<file path="config.mk">
export PLATFORM = sky130hd
export DESIGN_NAME = ppw_port
export DESIGN_NICKNAME = d
export VERILOG_FILES = /design/src/common/ppw_pkg.sv /design/src/hdl/ppw_port.sv /design/src/hdl/ppw_sync.sv
export VERILOG_INCLUDE_DIRS = /design/src /design/src/common
export SDC_FILE = /design/constraint.sdc
export NUM_CORES = 1
export LEC_CHECK = 0
export ABC_AREA = 1
export BUFFER_PORTS_ARGS = -buffer_cell sky130_fd_sc_hd__buf_2
export CELL_PAD_IN_SITES_DETAIL_PLACEMENT = 1
export CELL_PAD_IN_SITES_GLOBAL_PLACEMENT = 1
export CORE_ASPECT_RATIO = 0.6
export CORE_MARGIN = 4
export CORE_UTILIZATION = 35
export CTS_CLUSTER_SIZE = 24
export DETAILED_ROUTE_END_ITERATION = 8
export GPL_TIMING_DRIVEN = 0
export PLACE_DENSITY = 0.87
export SYNTH_ARGS = -nofsm -noshare
export SYNTH_HDL_FRONTEND = slang
export SYNTH_HIERARCHICAL = 1
export SYNTH_SLANG_ARGS = --single-unit
</file>
<file path="constraint.sdc">
create_clock -name clock -period 1.24 [get_ports clock]
set_input_delay 0.062 -clock clock [delete_from_list [all_inputs] [get_ports clock]]
set_output_delay 0.062 -clock clock [all_outputs]
set_load 0.005 [all_outputs]
</file>
<file path="src/common/ppw_cfg.svh">
`ifndef PPW_CFG_SVH
`define PPW_CFG_SVH
// register offsets on the plain register port
`define PPW_OFS_LEVELS 8'h05
`define PPW_OFS_DIR 8'h85
`define PPW_OFS_PULL_EN 8'h95
`define PPW_OFS_IOC_EN 8'h96
`define PPW_OFS_PULL_POL 8'h97
`define PPW_OFS_CTRL 8'h98
`define PPW_OFS_STATUS 8'h99
// implemented-bit masks and reset values
`define PPW_PULL_MASK 6'h37
`define PPW_DIR_RST 6'h3F
`define PPW_PULL_RST 6'h37
`define PPW_IOC_RST 6'h00
`define PPW_IN_ONLY_MASK 6'h08
`define PPW_OSC_PIN_MASK 6'h30
// pin positions
`define PPW_PIN_IN_ONLY 3
`define PPW_PIN_WAKE 0
`define PPW_PIN_OSC_LO 4
`define PPW_PIN_OSC_HI 5
// control register fields
`define PPW_CTRL_PULL_DIS 0
`define PPW_CTRL_LPW_EN 1
`define PPW_CTRL_GIE 2
`define PPW_CTRL_FLAG 3
// status register fields
`define PPW_STAT_FLAG 0
`define PPW_STAT_MISMATCH 1
`endif

</file>
<file path="src/common/ppw_pkg.sv">
package ppw_pkg;
  // device-wide configuration that this port only observes
  typedef struct packed {
    logic [2:0] osc_mode;
    logic master_clear_en;
    logic wake_reset_en;
  } ppw_cfg_t;
  typedef enum logic [2:0] {
    PPW_OSC_INT = 3'h0,
    PPW_OSC_EXT = 3'h1,
    PPW_OSC_XT = 3'h2,
    PPW_OSC_HS = 3'h3,
    PPW_OSC_LP = 3'h4
  } ppw_osc_t;
  // per-pin drive to the pad ring
  typedef struct packed {
    logic [5:0] out;
    logic [5:0] oe;
    logic [5:0] pull_up_on;
    logic [5:0] pull_dn_on;
    logic sink_on;
  } ppw_pad_t;
  typedef enum {PPW_RUN, PPW_SLEEP, PPW_WOKE} ppw_state_t;
endpackage

</file>
<file path="src/hdl/ppw_port.sv">
// Functional notes
// - every pin but input-only has pull-up/down
// - polarity bit: one up, zero down
// - separate enable switches the selected resistor
// - pulls off: output, alternate, reset, disable
// - input-only pull-up on master clear, off programming
// - port read returns current pin levels
// - direction one inputs, zero drives latch
// - input-only direction bit always reads one
// - crystal modes read pin 5,4 direction one
// - per-pin change enables, reset to zero
// - power-on reset disables all change detection
// - enabled mismatches against last read set flag
// - mismatch keeps setting flag until port accessed
// - last-read latch survives soft resets
// - change during port read still sets flag
// - pending change wakes device from sleep
// - crystal modes read pin 5,4 enables zero
// - input-only enable ignored in wake-reset sleep
// - wake vectors if global enable, else continues
// - low-power wake enable turns sink on while pin 0 is an input
// - discharge below low threshold raises change
// - port write loads the latch from write data
// - analog pins read zero
`include "ppw_cfg.svh"
module ppw_port import ppw_pkg::*; #(
  parameter int NPIN = 6
) (
  input wire logic clock,
  input wire logic rst,
  input wire logic por,
  input wire logic [7:0] addr,
  input wire logic [7:0] wdata,
  input wire logic wr,
  input wire logic rd,
  output logic [7:0] rdata,
  input wire logic [NPIN-1:0] pin_in,
  input wire logic [NPIN-1:0] analog_sel,
  input wire logic [NPIN-1:0] alt_func,
  input wire ppw_cfg_t cfg,
  input wire logic prog_hv,
  input wire logic sleep_req,
  output ppw_pad_t pad,
  output logic change_irq_flag,
  output logic wake,
  output logic vector_take
);
  initial begin
    if (NPIN != 6) $error("ppw_port supports exactly six pins");
  end
  logic [5:0] pin_s;
  logic [5:0] dir_r, dir_nxt;
  logic [5:0] latch_r, latch_nxt;
  logic [5:0] pull_en_r, pull_pol_r, ioc_r;
  logic [5:0] last_rd_r;
  logic pull_dis_r, lpw_en_r, gie_r, flag_r, flag_nxt;
  logic [7:0] rdata_r;
  ppw_state_t st_r, st_nxt;
  ppw_sync #(.W(6)) u_sync (.clock(clock), .rst(rst), .d(pin_in), .q(pin_s));

  // decode
  wire hit_lvl = addr == `PPW_OFS_LEVELS;
  wire hit_dir = addr == `PPW_OFS_DIR;
  wire hit_pen = addr == `PPW_OFS_PULL_EN;
  wire hit_ioc = addr == `PPW_OFS_IOC_EN;
  wire hit_pol = addr == `PPW_OFS_PULL_POL;
  wire hit_ctl = addr == `PPW_OFS_CTRL;
  wire hit_sts = addr == `PPW_OFS_STATUS;
  wire xtal = cfg.osc_mode == PPW_OSC_XT || cfg.osc_mode == PPW_OSC_HS
      || cfg.osc_mode == PPW_OSC_LP;
  wire [5:0] osc_pins = xtal ? `PPW_OSC_PIN_MASK : 6'h00;

  // visible views of the registers
  wire [5:0] levels_view = pin_s & ~analog_sel;
  wire [5:0] dir_view = dir_r | `PPW_IN_ONLY_MASK | osc_pins;
  wire [5:0] ioc_view = ioc_r & ~osc_pins;

  // change detection; the input-only enable drops out in wake-reset sleep
  wire asleep = st_r == PPW_SLEEP;
  wire wur_sleep = cfg.wake_reset_en && asleep;
  wire [5:0] ioc_eff = ioc_view & ~(wur_sleep ? `PPW_IN_ONLY_MASK : 6'h00);
  wire port_acc = hit_lvl && (rd || wr);
  wire [5:0] mism = (pin_s ^ last_rd_r) & ioc_eff;
  wire any_mism = |mism;
  // a clear lands only after the mismatch is gone; set wins over clear
  wire flag_clr = wr && hit_ctl && !wdata[`PPW_CTRL_FLAG];
  always_comb begin
    flag_nxt = flag_r;
    if (flag_clr) flag_nxt = 1'b0;
    if (any_mism) flag_nxt = 1'b1;
  end

  // port write loads the output latch straight from the write data
  always_comb begin
    latch_nxt = latch_r;
    if (wr && hit_lvl) latch_nxt = wdata[5:0];
    dir_nxt = dir_r;
    if (wr && hit_dir) dir_nxt = wdata[5:0] | `PPW_IN_ONLY_MASK;
  end

  // sleep tracking for wake and vector decision
  always_comb begin
    st_nxt = st_r;
    case (st_r)
      PPW_RUN: if (sleep_req && !flag_r) st_nxt = PPW_SLEEP;
      PPW_SLEEP: if (flag_r) st_nxt = PPW_WOKE;
      PPW_WOKE: st_nxt = PPW_RUN;
      default: st_nxt = PPW_RUN;
    endcase
  end
  assign wake = st_r == PPW_WOKE;
  assign vector_take = wake && gie_r;

  // last-read latch: only power-on clears it
  always_ff @(posedge clock) begin
    if (por) last_rd_r <= '0;
    else if (port_acc) last_rd_r <= pin_s;
  end

  // enables: power-on and other resets both zero them
  always_ff @(posedge clock) begin
    if (rst || por) ioc_r <= `PPW_IOC_RST;
    else if (wr && hit_ioc) ioc_r <= wdata[5:0];
  end

  // control state
  always_ff @(posedge clock) begin
    if (rst || por) begin
      dir_r <= `PPW_DIR_RST;
      latch_r <= '0;
      pull_en_r <= `PPW_PULL_RST;
      pull_pol_r <= `PPW_PULL_RST;
      pull_dis_r <= 1'b1;
      lpw_en_r <= 1'b0;
      gie_r <= 1'b0;
      st_r <= PPW_RUN;
    end else begin
      dir_r <= dir_nxt;
      latch_r <= latch_nxt;
      st_r <= st_nxt;
      if (wr && hit_pen) pull_en_r <= wdata[5:0] & `PPW_PULL_MASK;
      if (wr && hit_pol) pull_pol_r <= wdata[5:0] & `PPW_PULL_MASK;
      if (wr && hit_ctl) begin
        pull_dis_r <= wdata[`PPW_CTRL_PULL_DIS];
        lpw_en_r <= wdata[`PPW_CTRL_LPW_EN];
        gie_r <= wdata[`PPW_CTRL_GIE];
      end
    end
  end

  // flag survives soft reset alongside the latch so a mismatch re-sets it
  always_ff @(posedge clock) begin
    if (por) flag_r <= 1'b0;
    else flag_r <= flag_nxt;
  end
  assign change_irq_flag = flag_r;

  // pad drive: pulls only on idle inputs
  wire [5:0] in_idle = dir_view & ~alt_func & ~analog_sel;
  wire pulls_ok = !pull_dis_r && !por;
  wire [5:0] pull_on = pulls_ok ? (pull_en_r & in_idle & `PPW_PULL_MASK) : 6'h00;
  wire master_clear_pull = cfg.master_clear_en && !prog_hv;
  assign pad.out = latch_r;
  assign pad.oe = ~dir_view;
  assign pad.pull_up_on = (pull_on & pull_pol_r) | (master_clear_pull ? `PPW_IN_ONLY_MASK : 6'h00);
  assign pad.pull_dn_on = pull_on & ~pull_pol_r;
  assign pad.sink_on = lpw_en_r && dir_view[`PPW_PIN_WAKE];

  // read data, valid the cycle after the strobe
  wire [7:0] ctl_view = {4'h0, flag_r, gie_r, lpw_en_r, pull_dis_r};
  wire [7:0] sts_view = {6'h00, any_mism, flag_r};
  wire [7:0] rd_mux =
      hit_lvl ? {2'h0, levels_view} :
      hit_dir ? {2'h0, dir_view} :
      hit_pen ? {2'h0, pull_en_r} :
      hit_ioc ? {2'h0, ioc_view} :
      hit_pol ? {2'h0, pull_pol_r} :
      hit_ctl ? ctl_view :
      hit_sts ? sts_view : 8'h00;
  always_ff @(posedge clock) begin
    if (rst) rdata_r <= '0;
    else rdata_r <= rd ? rd_mux : 8'h00;
  end
  assign rdata = rdata_r;
endmodule

</file>
<file path="src/hdl/ppw_sync.sv">
`include "ppw_cfg.svh"
// two-flop synchroniser for the pin levels
module ppw_sync import ppw_pkg::*; #(
  parameter int W = 6
) (
  input wire logic clock,
  input wire logic rst,
  input wire logic [W-1:0] d,
  output logic [W-1:0] q
);
  logic [W-1:0] meta_r;
  initial begin
    if (W < 1) $error("ppw_sync width must be positive");
  end
  // first stage is read only by the second
  always_ff @(posedge clock) begin
    if (rst) begin
      meta_r <= '0;
      q <= '0;
    end else begin
      meta_r <= d;
      q <= meta_r;
    end
  end
endmodule

</file>
## Yosys cells after proc, flatten, opt, wreduce, memory -nomap -nowiden

Cells that the tools add are included.

- Equality and inequality tests: 15
- Reduce and logical (&&, ||, !) cells: 29
- Bitwise gates (word level): 19
- Multiplexer cells: 16

Operators by type and width:

| kind | count |
|---|---|
| two-way mux 32 bit | 2 |
| one-hot mux 32 bit (2 select lines) | 1 |
| bitwise AND 6 bit | 9 |
| equality test 8 bit, second input constant | 6 |
| two-way mux 6 bit | 7 |
| equality test 32 x 1 -> 1 bit, second input constant | 1 |
| equality test 32 x 2 -> 1 bit, second input constant | 1 |
| equality test 32 x 3 -> 1 bit, second input constant | 1 |
| zero test 32 bit | 1 |
| NOT 6 bit | 5 |
| logical AND 1 bit | 14 |
| two-way mux 4 bit | 3 |
| equality test 8 x 3 -> 1 bit, second input constant | 1 |
| OR reduction 8 bit | 1 |
| equality test 3 x 2 -> 1 bit, second input constant | 2 |
| NOT 4 -> 6 bit | 1 |
| bitwise OR 6 x 4 -> 6 bit | 1 |
| bitwise OR 6 bit | 1 |
| OR reduction 6 bit | 1 |
| XOR 6 bit | 1 |
| zero test 1 bit | 5 |
| logical OR 1 bit | 4 |
| != test 2 bit, second input constant | 2 |
| equality test 3 bit, second input constant | 1 |
| 6 further kinds | 7 |

- Output and inout port bits: 36
- Word-level logic and storage cells: 94
- Bits in registers: 89

## Logic depth before layout (Yosys ltp)

Gate-level depths: netlist of run 1.

- Word-level depth: 16
- Depth in mapped cells: 12
- Gate-level depth less buffers: 12

## Modules after synthesis

Netlist of run 1, hierarchy kept.

By module, submodules not included:

| module | sequential area each (µm²) | cells an instance | area each (µm²) | instances |
|---|---|---|---|---|
| ppw_port | 900.9 | 330 | 2214.6 | 1 |
| ppw_sync | 240.2 | 37 | 341.6 | 1 |

## Worst setup path before layout of run 1

OpenSTA, ideal clock, no wires.

- Path kind: reg-to-reg
- Start: register st_r[1]
- End: register rdata_r[1] (netlist: rdata[1])
- Stages on the path, launching flop included: 13
- Data arrival time: 0.990 ns
- Data required time: 1.128 ns
- Period minus slack after synthesis: 1.101 ns
- Path slack: 0.139 ns
- Setup time: 0.112 ns
- Path through: dfxtp_1 -> inv_1 -> nand3_1 -> nand2_1 -> nor2_1 -> nor2_1 -> nand2_1 -> nand2_1 -> nand2_1 -> nand2_1 -> nand4_1 -> nor2_1 -> nor2_1

- Longest elaborated chain between the ends: 14

Ends and longest elaborated chain:

| item | RTL line | source |
|---|---|---|
| from (decl) | ppw_port.sv:58 | `ppw_state_t st_r, st_nxt;` |
| from (signal assigned) | ppw_port.sv:140 | `st_r <= st_nxt;` |
| equality test 32 x 2 -> 1 bit | ppw_port.sv:79 | `wire asleep = st_r == PPW_SLEEP;` |
| logical AND 1 bit | ppw_port.sv:80 | `wire wur_sleep = cfg.wake_reset_en && asleep;` |
| two-way mux 4 bit | ppw_port.sv:81 | `` wire [5:0] ioc_eff = ioc_view & ~(wur_sleep ? `PPW_IN_ONLY_MASK : 6'h00); `` |
| NOT 4 -> 6 bit | ppw_port.sv:81 |  |
| bitwise AND 6 bit | ppw_port.sv:81 |  |
| bitwise AND 6 bit | ppw_port.sv:83 | `wire [5:0] mism = (pin_s ^ last_rd_r) & ioc_eff;` |
| OR reduction 6 bit | ppw_port.sv:84 | `wire any_mism = \|mism;` |
| two-way mux 2 bit | ppw_port.sv:179 | `hit_sts ? sts_view : 8'h00;` |
| two-way mux 4 bit | ppw_port.sv:178 | `hit_ctl ? ctl_view :` |
| two-way mux 6 bit | ppw_port.sv:177 | `hit_pol ? {2'h0, pull_pol_r} :` |
| two-way mux 6 bit | ppw_port.sv:176 | `hit_ioc ? {2'h0, ioc_view} :` |
| two-way mux 6 bit | ppw_port.sv:175 | `hit_pen ? {2'h0, pull_en_r} :` |
| two-way mux 6 bit | ppw_port.sv:174 | `hit_dir ? {2'h0, dir_view} :` |
| two-way mux 6 bit | ppw_port.sv:173 | `hit_lvl ? {2'h0, levels_view} :` |
| to (signal assigned) | ppw_port.sv:182 | `else rdata_r <= rd ? rd_mux : 8'h00;` |
| to (decl) | ppw_port.sv:57 | `logic [7:0] rdata_r;` |

Every way passes these cells.
A chain may end at the register's enable or synchronous reset.

## Worst setup path after layout of run 1

- Start: register u_sync.q[4]
- End: register rdata_r[1] (netlist: rdata[1])

- Longest elaborated chain between the ends: 10

Ends and longest elaborated chain:

| item | RTL line | source |
|---|---|---|
| from (decl) | ppw_sync.sv:9 | `output logic [W-1:0] q` |
| from (signal assigned) | ppw_sync.sv:22 | `q <= meta_r;` |
| XOR 6 bit | ppw_port.sv:83 |  |
| bitwise AND 6 bit | ppw_port.sv:83 |  |
| OR reduction 6 bit | ppw_port.sv:84 |  |
| two-way mux 2 bit | ppw_port.sv:179 |  |
| two-way mux 4 bit | ppw_port.sv:178 |  |
| two-way mux 6 bit | ppw_port.sv:177 |  |
| two-way mux 6 bit | ppw_port.sv:176 |  |
| two-way mux 6 bit | ppw_port.sv:175 |  |
| two-way mux 6 bit | ppw_port.sv:174 |  |
| two-way mux 6 bit | ppw_port.sv:173 |  |

Every way passes these cells.

==> flow_summary.ini, run 1 <==
[global_route]
grt_first_pass_wirelength_um = 15500
grt_overflow_total = 0
track_usage_pct = 23.0
grt_max_degree = 11
antenna_found_initial = 1
grt_pass1_vias = 2985

[synthesis]
synth.most_common_cell = nand2_1
ys_ff_latch = 57
synth_area_um2 = 2560
ys_types = 28
synth_edf_count = 0
synth_commonest_cells = nand2_1 (63), dfxtp_1 (57), inv_1 (54)
synth_top_area_share_pct = 44.6
synthTopCellsByArea = dfxtp_1 (45%), nand2_1 (9.3%), inv_1 (7.9%), nor2_1 (7.2%), nand3_1 (6.9%)
synth_area_leader_cell = dfxtp_1
async_flop_share_pct = 0
synth_ff_type = dfxtp_1
yosysWarnings = 6
ys_seq_area_share_pct = 44.6
syn_avg_cell_area_um2 = 6.97
synthesis.instances = 367

[sta]
min_period_over_period_pct = 115
rsz0062_at_grt = yes
clock_skew_ns = 0.00731
slew_viol_final = 0
fin_crit_ns = 1.42
fmax_ghz = 0.702
relSlewSlack_pct = 59.3
setup_total_negative_slack_ns = -1.23
worstMarginPinSlew_ns = 0.611
finalWorstSetupSlack_ns = -0.185
finalHoldViolations = 0
setup_viol = 12

[floorplan]
pin_count = 82
core-area_um2 = 6880
die_h_um = 74.2
start_util_pct = 37.2
dieArea_um2 = 8780
row_count = 23
die_w_um = 118

[detailed_routing]
wire_per_inst_um = 18.9
drcViolationCount = 0
vias = 3020
drtIter0Drc = 171
antenna_left = 0
drt_wl_total_um = 10800
first_pass_iters = 4
avgViaCountPerCell = 5.30

[clocking]
clock_latency_ns = 0.33
tritoncts = yes
path_clk_slew_ns = 0.05
cts_made_buffers = 9
clk_path_buf_depth = 2
h-tree-depth = 3
root_buffer = clkbuf_16
cts.sinks = 57

[hold_path]
holdCritStartpoint = wdata[5]
hold_depth = 3
holdCritPathClass = input pin to flip-flop
whs_endpoint = dir_r[5]

[setup_path]
r2r_end = rdata[1]
endpoint_kind = flip-flop
cp.required_ns = 1.46
criticalPathCategory = flip-flop to flip-flop
arrival_ns = 1.65
reg2reg_slack_ns = -0.18
r2r_start = u_sync/q[4]
rr_worst_depth = 10
startpoint_type = flip-flop
crit_path_max_fanout = 2

[power]
power_density_nw_per_um2 = 1260
p_leak_uw = 0.00181
peakVddDrop_mv = 0.621

[final_layout]
drive_above_1_share_pct = 36.9
final-instance-count-excl-fill = 570
fin_util_pct = 54.9
area_delta_synth_final_pct = 47.7
fin_nets = 525

[status]
status = finished, violations left
violations = setup timing

[placement]
gp_congestion = 0.865
place_inst = 530
portBuffers = 73
hpwl_um = 7010

[run]
maxCapViolations = 0
## cell families (layout without fill, tap and decap cells)
logic type	Yosys count	after routing	synth area share, %
other cells	1	5	0.147
compound gates	66	66	13.6
flops	57	57	44.6
buf+inv	71	183	11.7
simple gates	169	169	28.9
xor+xnor	3	3	1.03
## registers in the layout (all words and copies together), names as in the netlist
| name | count |
|---|---|
| change_irq_flag | 1 |
| dir_r | 5 |
| gie_r | 1 |
| ioc_r | 6 |
| last_rd_r | 6 |
| latch_r | 6 |
| lpw_en_r | 1 |
| pull_dis_r | 1 |
| pull_en_r | 5 |
| pull_pol_r | 5 |
| rdata | 6 |
| st_r | 2 |
| u_sync/meta_r | 6 |
| u_sync/q | 6 |
## per-layer routing
| layer | track usage (%) | wire, um |
|---|---|---|
| met1 | 29.7 | 4720 |
| met2 | 36.6 | 5110 |
| met3 | 7.52 | 750 |
| met4 | 8.70 | 185 |
| met5 | 0 | 0 |
## timing repair
action / CTS / global route
pin swaps: 16 / 15
hold endpoints to repair: 7 / 0
hold buffers: 8 / 0
setup buffers: 9 / 8
gates resized for setup: 34 / 40
endpoints found under the setup margin: 13 / 34
## through the flow
step | area (um2) | hold slack [ns] | setup slack, ns | total power, uW
2_1_floorplan | 2570 | 0.133 | 0.139 | 2020
3_3_place_gp | 3040 | 0.263 | -0.240 | 2150
3_5_place_dp | 3040 | 0.270 | -0.337 | 2160
4_1_cts | 3570 | 0.0183 | -0.130 | 4720
5_1_grt | 3770 | 0.0399 | -0.293 | 4910
6_report | 3770 | 0.0240 | -0.185 | 4770
## worst max path at each step
stage,start,end,depth (start not counted)
floorplan,st_r[1],rdata[1],12
global placement,addr[7],ioc_r[0],8
detailed placement,addr[7],ioc_r[0],8
CTS,st_r[1],rdata[1],12
global route,last_rd_r[1],rdata[1],11
finish,u_sync/q[4],rdata[1],10
## critical path, stage by stage (launching register included)
cell	delay, ns
dfxtp_2	0.32
xnor2_1	0.19
nor2_1	0.07
nor2_1	0.13
nand2_1	0.11
nand2_1	0.08
nand2_1	0.06
nand2_2	0.07
nand4_1	0.09
nor2_1	0.13
nor2_1	0.06
## where the power goes
| group | switching, uW | leakage [uW] | internal [uW] |
|---|---|---|---|
| logic | 196 | 0.00120 | 135 |
| registers | 12.2 | 0.000464 | 1860 |
| clock network | 846 | 0.000148 | 1730 |
## layout by cell type (no fill, tap or decap), types with 5 or more instances in the layout
master         count
buf_2             72
nand2_1           54
inv_1             46
dfxtp_1           44
nor2_1            41
a21oi_1           32
nand3_1           28
o21ai_0           25
buf_4             20
dfxtp_2           12
inv_2             10
clkbuf_16          9
nand2_2            8
dlygate4sd3_1      8
nor2_2             7
nor2_4             6
nor3_2             6
nor3_1             5
clkbuf_1           5
## layout make-up
cell class              count  area, um2
diodes                      1       2.50
plain buffers              12       80.1
clock buffers              10        229
clock inverters             4       70.1
fillers                   895       3100
inverters                  59        231
multi-input cells         242       1310
flip-flops and latches     57       1160
well taps                  87        109
repair buffers             98        583
No activity file was read; power rests on OpenSTA's default activity.
==> run 2: changes to the inputs <==
TNS_END_PERCENT = 1   (was default)
==> run 2 against run 1 <==
Against the previous run:
- power is 1.3% lower
- worst hold slack worse by 0.0028 ns
- global-route usage is 0.32 points lower
- the run still ends with setup timing left
- sequential share of layout area is 1.9 points higher
- largest cell class unchanged
- core utilization is 3.3 points lower
- fmax is 3.5% lower
- sequential power hardly changed
- die area stayed put
- clock skew hardly changed
- critical endpoint unchanged
- non-clock buffer count is 11 lower
- combinational power is 9.1% lower
==> flow_summary.ini, run 2 (synthesized netlist as in run 1, its figures left out) <==
[setup_path]
cp.required_ns = 1.46
startpoint = u_sync/q[4]
rr_worst_depth = 10
path_cells = xnor2_1 -> nor2_1 -> nor2_1 -> nand2_1 -> nand2_1 -> nand2_1 -> nand2_2 -> nand4_1 -> nor2_1 -> nor2_1
arrival_ns = 1.69
crit_path_max_fanout = 2
path_common_cell = nor2_1
r2r_start = u_sync/q[4]
reg2reg_slack_ns = -0.24
endpoint_kind = flip-flop
critPathMaxStageDelay_ns = 0.32
r2r_end = rdata[1]
endpoint = rdata[1]
criticalPathCategory = flip-flop to flip-flop
slowest_stage = dfxtp_2
startpoint_type = flip-flop

[power]
p_sw_uw = 1000
power.share.sequential_pct = 39.7
clock_power_share_pct = 53.9
p_leak_uw = 0.00172
combPwrFrac_pct = 6.4
switching_share_pct = 21.3
peakVddDrop_mv = 0.598
power_density_nw_per_um2 = 1330
p_int_uw = 3710

[hold_path]
holdCritPathClass = input pin to flip-flop

[sta]
relSlewSlack_pct = 59.2
clock_skew_ns = 0.00688
fin_crit_ns = 1.48
finalHoldViolations = 0
setup_viol = 15
setup_total_negative_slack_ns = -1.06
slew_viol_final = 0
finalWorstSetupSlack_ns = -0.236
worstMarginPinSlew_ns = 0.612
min_period_over_period_pct = 119
fmax_ghz = 0.677
rsz0062_at_grt = yes

[global_route]
grt_overflow_total = 0
track_usage_pct = 22.7
grt_max_degree = 11
grt_pass1_vias = 2932
antenna_found_initial = 0
grt_first_pass_wirelength_um = 15400

[detailed_routing]
drt_wl_total_um = 9790
wire_per_inst_um = 17.6
avgViaCountPerCell = 5.24
first_pass_iters = 5
drcViolationCount = 0
antenna_left = 0
vias = 2925
drtIter0Drc = 207

[placement]
place_inst = 530
dpl_worst_slack_ns = -0.337
placed_area_um2 = 3040
portBuffers = 73
gp_congestion = 0.865
hpwl_um = 7010

[clocking]
cts_made_buffers = 9
root_buffer = clkbuf_16
clk_path_buf_depth = 2
cts.sinks = 57
path_clk_slew_ns = 0.05
tritoncts = yes
clock_latency_ns = 0.33
h-tree-depth = 3

[final_layout]
layout_common_cells = buf_2 (73), nand2_1 (60), nor2_1 (47), inv_1 (46), dfxtp_1 (44)
area_delta_synth_final_pct = 38.8
fin_nets = 514
final_area_um2 = 3550
final-instance-count-excl-fill = 558
diodes = 0
fin_util_pct = 51.6
drive_above_1_share_pct = 31.2
layout_commonest_cell = buf_2

[floorplan]
die_h_um = 74.2
pin_count = 82
core-area_um2 = 6880
dieArea_um2 = 8780
row_count = 23
start_util_pct = 37.2
die_w_um = 118

[run]
maxCapViolations = 0

[status]
violations = setup timing
status = finished, violations left
-- run 2: how the worst min path moves through the flow --
stage	depth (start not counted)	endpoint	slack, ns	from
after floorplan	1	u_sync/meta_r[5]	0.13	rst
after global placement	3	u_sync/meta_r[5]	0.26	pin_in[5]
after detailed placement	3	u_sync/meta_r[0]	0.27	pin_in[0]
after CTS	3	st_r[0]	0.02	sleep_req
after global routing	3	dir_r[5]	0.05	wdata[5]
final	3	dir_r[5]	0.02	wdata[5]
-- run 2: metal layers --
metal  track usage, %  part of all wire [%]  up-vias
li1                 -                     -     1367
met1             29.8                    44     1398
met2             36.2                    45      137
met3             6.91                   8.9       23
met4             7.79                   2.0        0
met5                0                     0        -
-- run 2: per-stage QoR --
stage / hold slack, ns / total power (uW)
2_1_floorplan: 0.133 / 2020
3_3_place_gp: 0.263 / 2150
3_5_place_dp: 0.270 / 2160
4_1_cts: 0.0183 / 4720
5_1_grt: 0.0453 / 4840
6_report: 0.0212 / 4710
-- run 2: timing repair --
| item | 4_1_cts | 5_1_grt |
|---|---|---|
| buffers inserted | 6 | 0 |
| endpoints found under the setup margin | 13 | 34 |
| pin swaps | 9 | 5 |
| hold buffers | 8 | 0 |
| endpoints found under the hold margin | 7 | 0 |
| gates resized for setup | 26 | 11 |
-- run 2: power by group through the flow --
stage	sequential [uW]	clock, uW	combinational [uW]
finish	1870	2540	301
global route	1870	2640	333
CTS	1870	2560	290
detailed placement	1900	0	256
global placement	1900	0	246
floorplan	1900	0	121
-- run 2: layout make-up --
class / instances / area, um2
fillers: 896 / 3330
clock buffers: 10 / 229
plain buffers: 12 / 80.1
multi-input cells: 242 / 1180
well taps: 87 / 109
flip-flops and latches: 57 / 1160
inverters: 59 / 223
clock inverters: 4 / 70.1
repair buffers: 87 / 494
-- run 2: critical path: cells and delay by family (launching register included) --
kind	cells	cell delay (ns)
and+or+nand+nor	9	0.88
DFF	1	0.32
xor gates and xnor gates	1	0.16
==> run 3: changes to the inputs <==
CORE_UTILIZATION = 37   (was 35)
GPL_TIMING_DRIVEN = default   (was 0)
PLACE_DENSITY = 0.91   (was 0.87)
SKIP_CTS_REPAIR_TIMING = 1   (was default)
clock period = 1.8 ns   (was 1.24 ns; I/O delays follow)
==> run 3 against run 2 <==
Against the previous run:
- count of clock-buffer cells in the layout grew 1
- via count fell by 4.4%
- critical path depth decreased by 6
- final area fell by 4.2%
- worst hold slack better by 0.032 ns
- die area down 4.9%
- core utilization fell by 0.66 points
- highest routed layer unchanged
- the flow now finishes without violations
- power fell by 30%
- final cell count is 2.0% lower
==> flow_summary.ini, run 3 (synthesized netlist as in run 1, its figures left out) <==
[detailed_routing]
avgViaCountPerCell = 5.11
vias = 2797
drcViolationCount = 0
drtIter0Drc = 170
antenna_left = 0
wire_per_inst_um = 16.5
drt_wl_total_um = 9010
first_pass_iters = 5

[clocking]
h-tree-depth = 3
cts.sinks = 57
clock_latency_ns = 0.32
path_clk_slew_ns = 0.05
cts_made_buffers = 9
clk_path_buf_depth = 2
root_buffer = clkbuf_16
tritoncts = yes

[floorplan]
pin_count = 82
die_w_um = 115
die_h_um = 72.4
dieArea_um2 = 8350
core-area_um2 = 6680
row_count = 23
start_util_pct = 38.3

[final_layout]
drive_above_1_share_pct = 24.1
fin_util_pct = 50.9
area_delta_synth_final_pct = 33.0
final-instance-count-excl-fill = 547
layout_commonest_cell = buf_2
layout_common_cells = buf_2 (74), nand2_1 (63), dfxtp_1 (57), inv_1 (54), nor2_1 (48)
fin_nets = 501
final_area_um2 = 3400
diodes = 0

[sta]
fmax_ghz = 0.636
finalHoldViolations = 0
clock_skew_ns = 0.00549
rsz0062_at_grt = no
setup_total_negative_slack_ns = 0
setup_viol = 0
min_period_over_period_pct = 87.3
slew_viol_final = 0
fin_crit_ns = 1.57

[global_route]
antenna_found_initial = 0
grt_pass1_vias = 2797
track_usage_pct = 21.8
grt_first_pass_wirelength_um = 14000
grt_overflow_total = 0
grt_max_degree = 17

[setup_path]
slowest_stage = dfxtp_1
critPathMaxStageDelay_ns = 0.35
endpoint_kind = output pin
criticalPathCategory = flip-flop to output pin
path_cells = nor2_2 -> nand3_1 -> nor2_1 -> buf_2
cp.required_ns = 1.71
arrival_ns = 1.48
startpoint_type = flip-flop
crit_path_max_fanout = 5

[power]
p_leak_uw = 0.00167
power_density_nw_per_um2 = 968
peakVddDrop_mv = 0.561

[placement]
portBuffers = 74
place_inst = 525
gp_congestion = 0.924
hpwl_um = 6880
placed_area_um2 = 3020

[run]
maxCapViolations = 0

[hold_path]
holdCritPathClass = input pin to flip-flop

[status]
status = finished clean
-- run 3: cell count changes in the layout (fill, tap and decap cells not counted), sizes merged --
| cell | before | now |
|---|---|---|
| clkbuf | 15 | 11 |
| buf | 86 | 80 |
| dlygate4sd3 | 8 | 6 |
| clkinv | 3 | 4 |
-- run 3: metal layers --
| layer | wire length, um | track usage (%) | part of all wire (%) |
|---|---|---|---|
| met1 | 4170 | 29.1 | 46 |
| met2 | 4180 | 35.3 | 46 |
| met3 | 615 | 5.67 | 6.8 |
| met4 | 41 | 5.47 | 0.46 |
| met5 | 0 | 0 | 0 |
-- run 3: power by group --
part | switching, uW | internal (uW) | total, uW
logic | 109 | 72.1 | 181
registers | 7.98 | 1280 | 1290
clock network | 578 | 1240 | 1820
total | 695 | 2600 | 3290
-- run 3: layout make-up --
cell class | instances | area (um2)
Tap cell | 87 | 109
Clock buffer | 11 | 243
Clock inverter | 5 | 78.8
Fill cell | 893 | 3280
Timing Repair Buffer | 86 | 475
Sequential cell | 57 | 1140
Multi-Input combinational cell | 242 | 1130
Inverter | 59 | 223
-- run 3: stage by stage --
| step | hold WS, ns | setup slack (ns) | total power (uW) |
|---|---|---|---|
| 4_1_cts | -0.0380 | 0.108 | 3300 |
| 6_report | 0.0534 | 0.228 | 3290 |
| 5_1_grt | 0.0685 | 0.168 | 3390 |
| 3_3_place_gp | 0.292 | 0.342 | 1470 |
| 2_1_floorplan | 0.161 | 0.699 | 1390 |
| 3_5_place_dp | 0.299 | 0.229 | 1480 |
-- run 3: critical path: cells and delay by family, from the launching register on --
family | cells | cell delay, ns
buf+inv | 1 | 0.13
simple gates | 3 | 0.69
flops | 1 | 0.35
-- run 3: worst paths after layout --
kind | slack [ns] | end | cells past startpoint | start
max reg2reg | 0.27 | rdata[1] | 12 | st_r[1]
max | 0.23 | pad[2] | 4 | pull_dis_r
min reg2reg | 0.40 | u_sync/q[3] | 2 | u_sync/meta_r[3]
min | 0.05 | dir_r[5] | 3 | wdata[5]
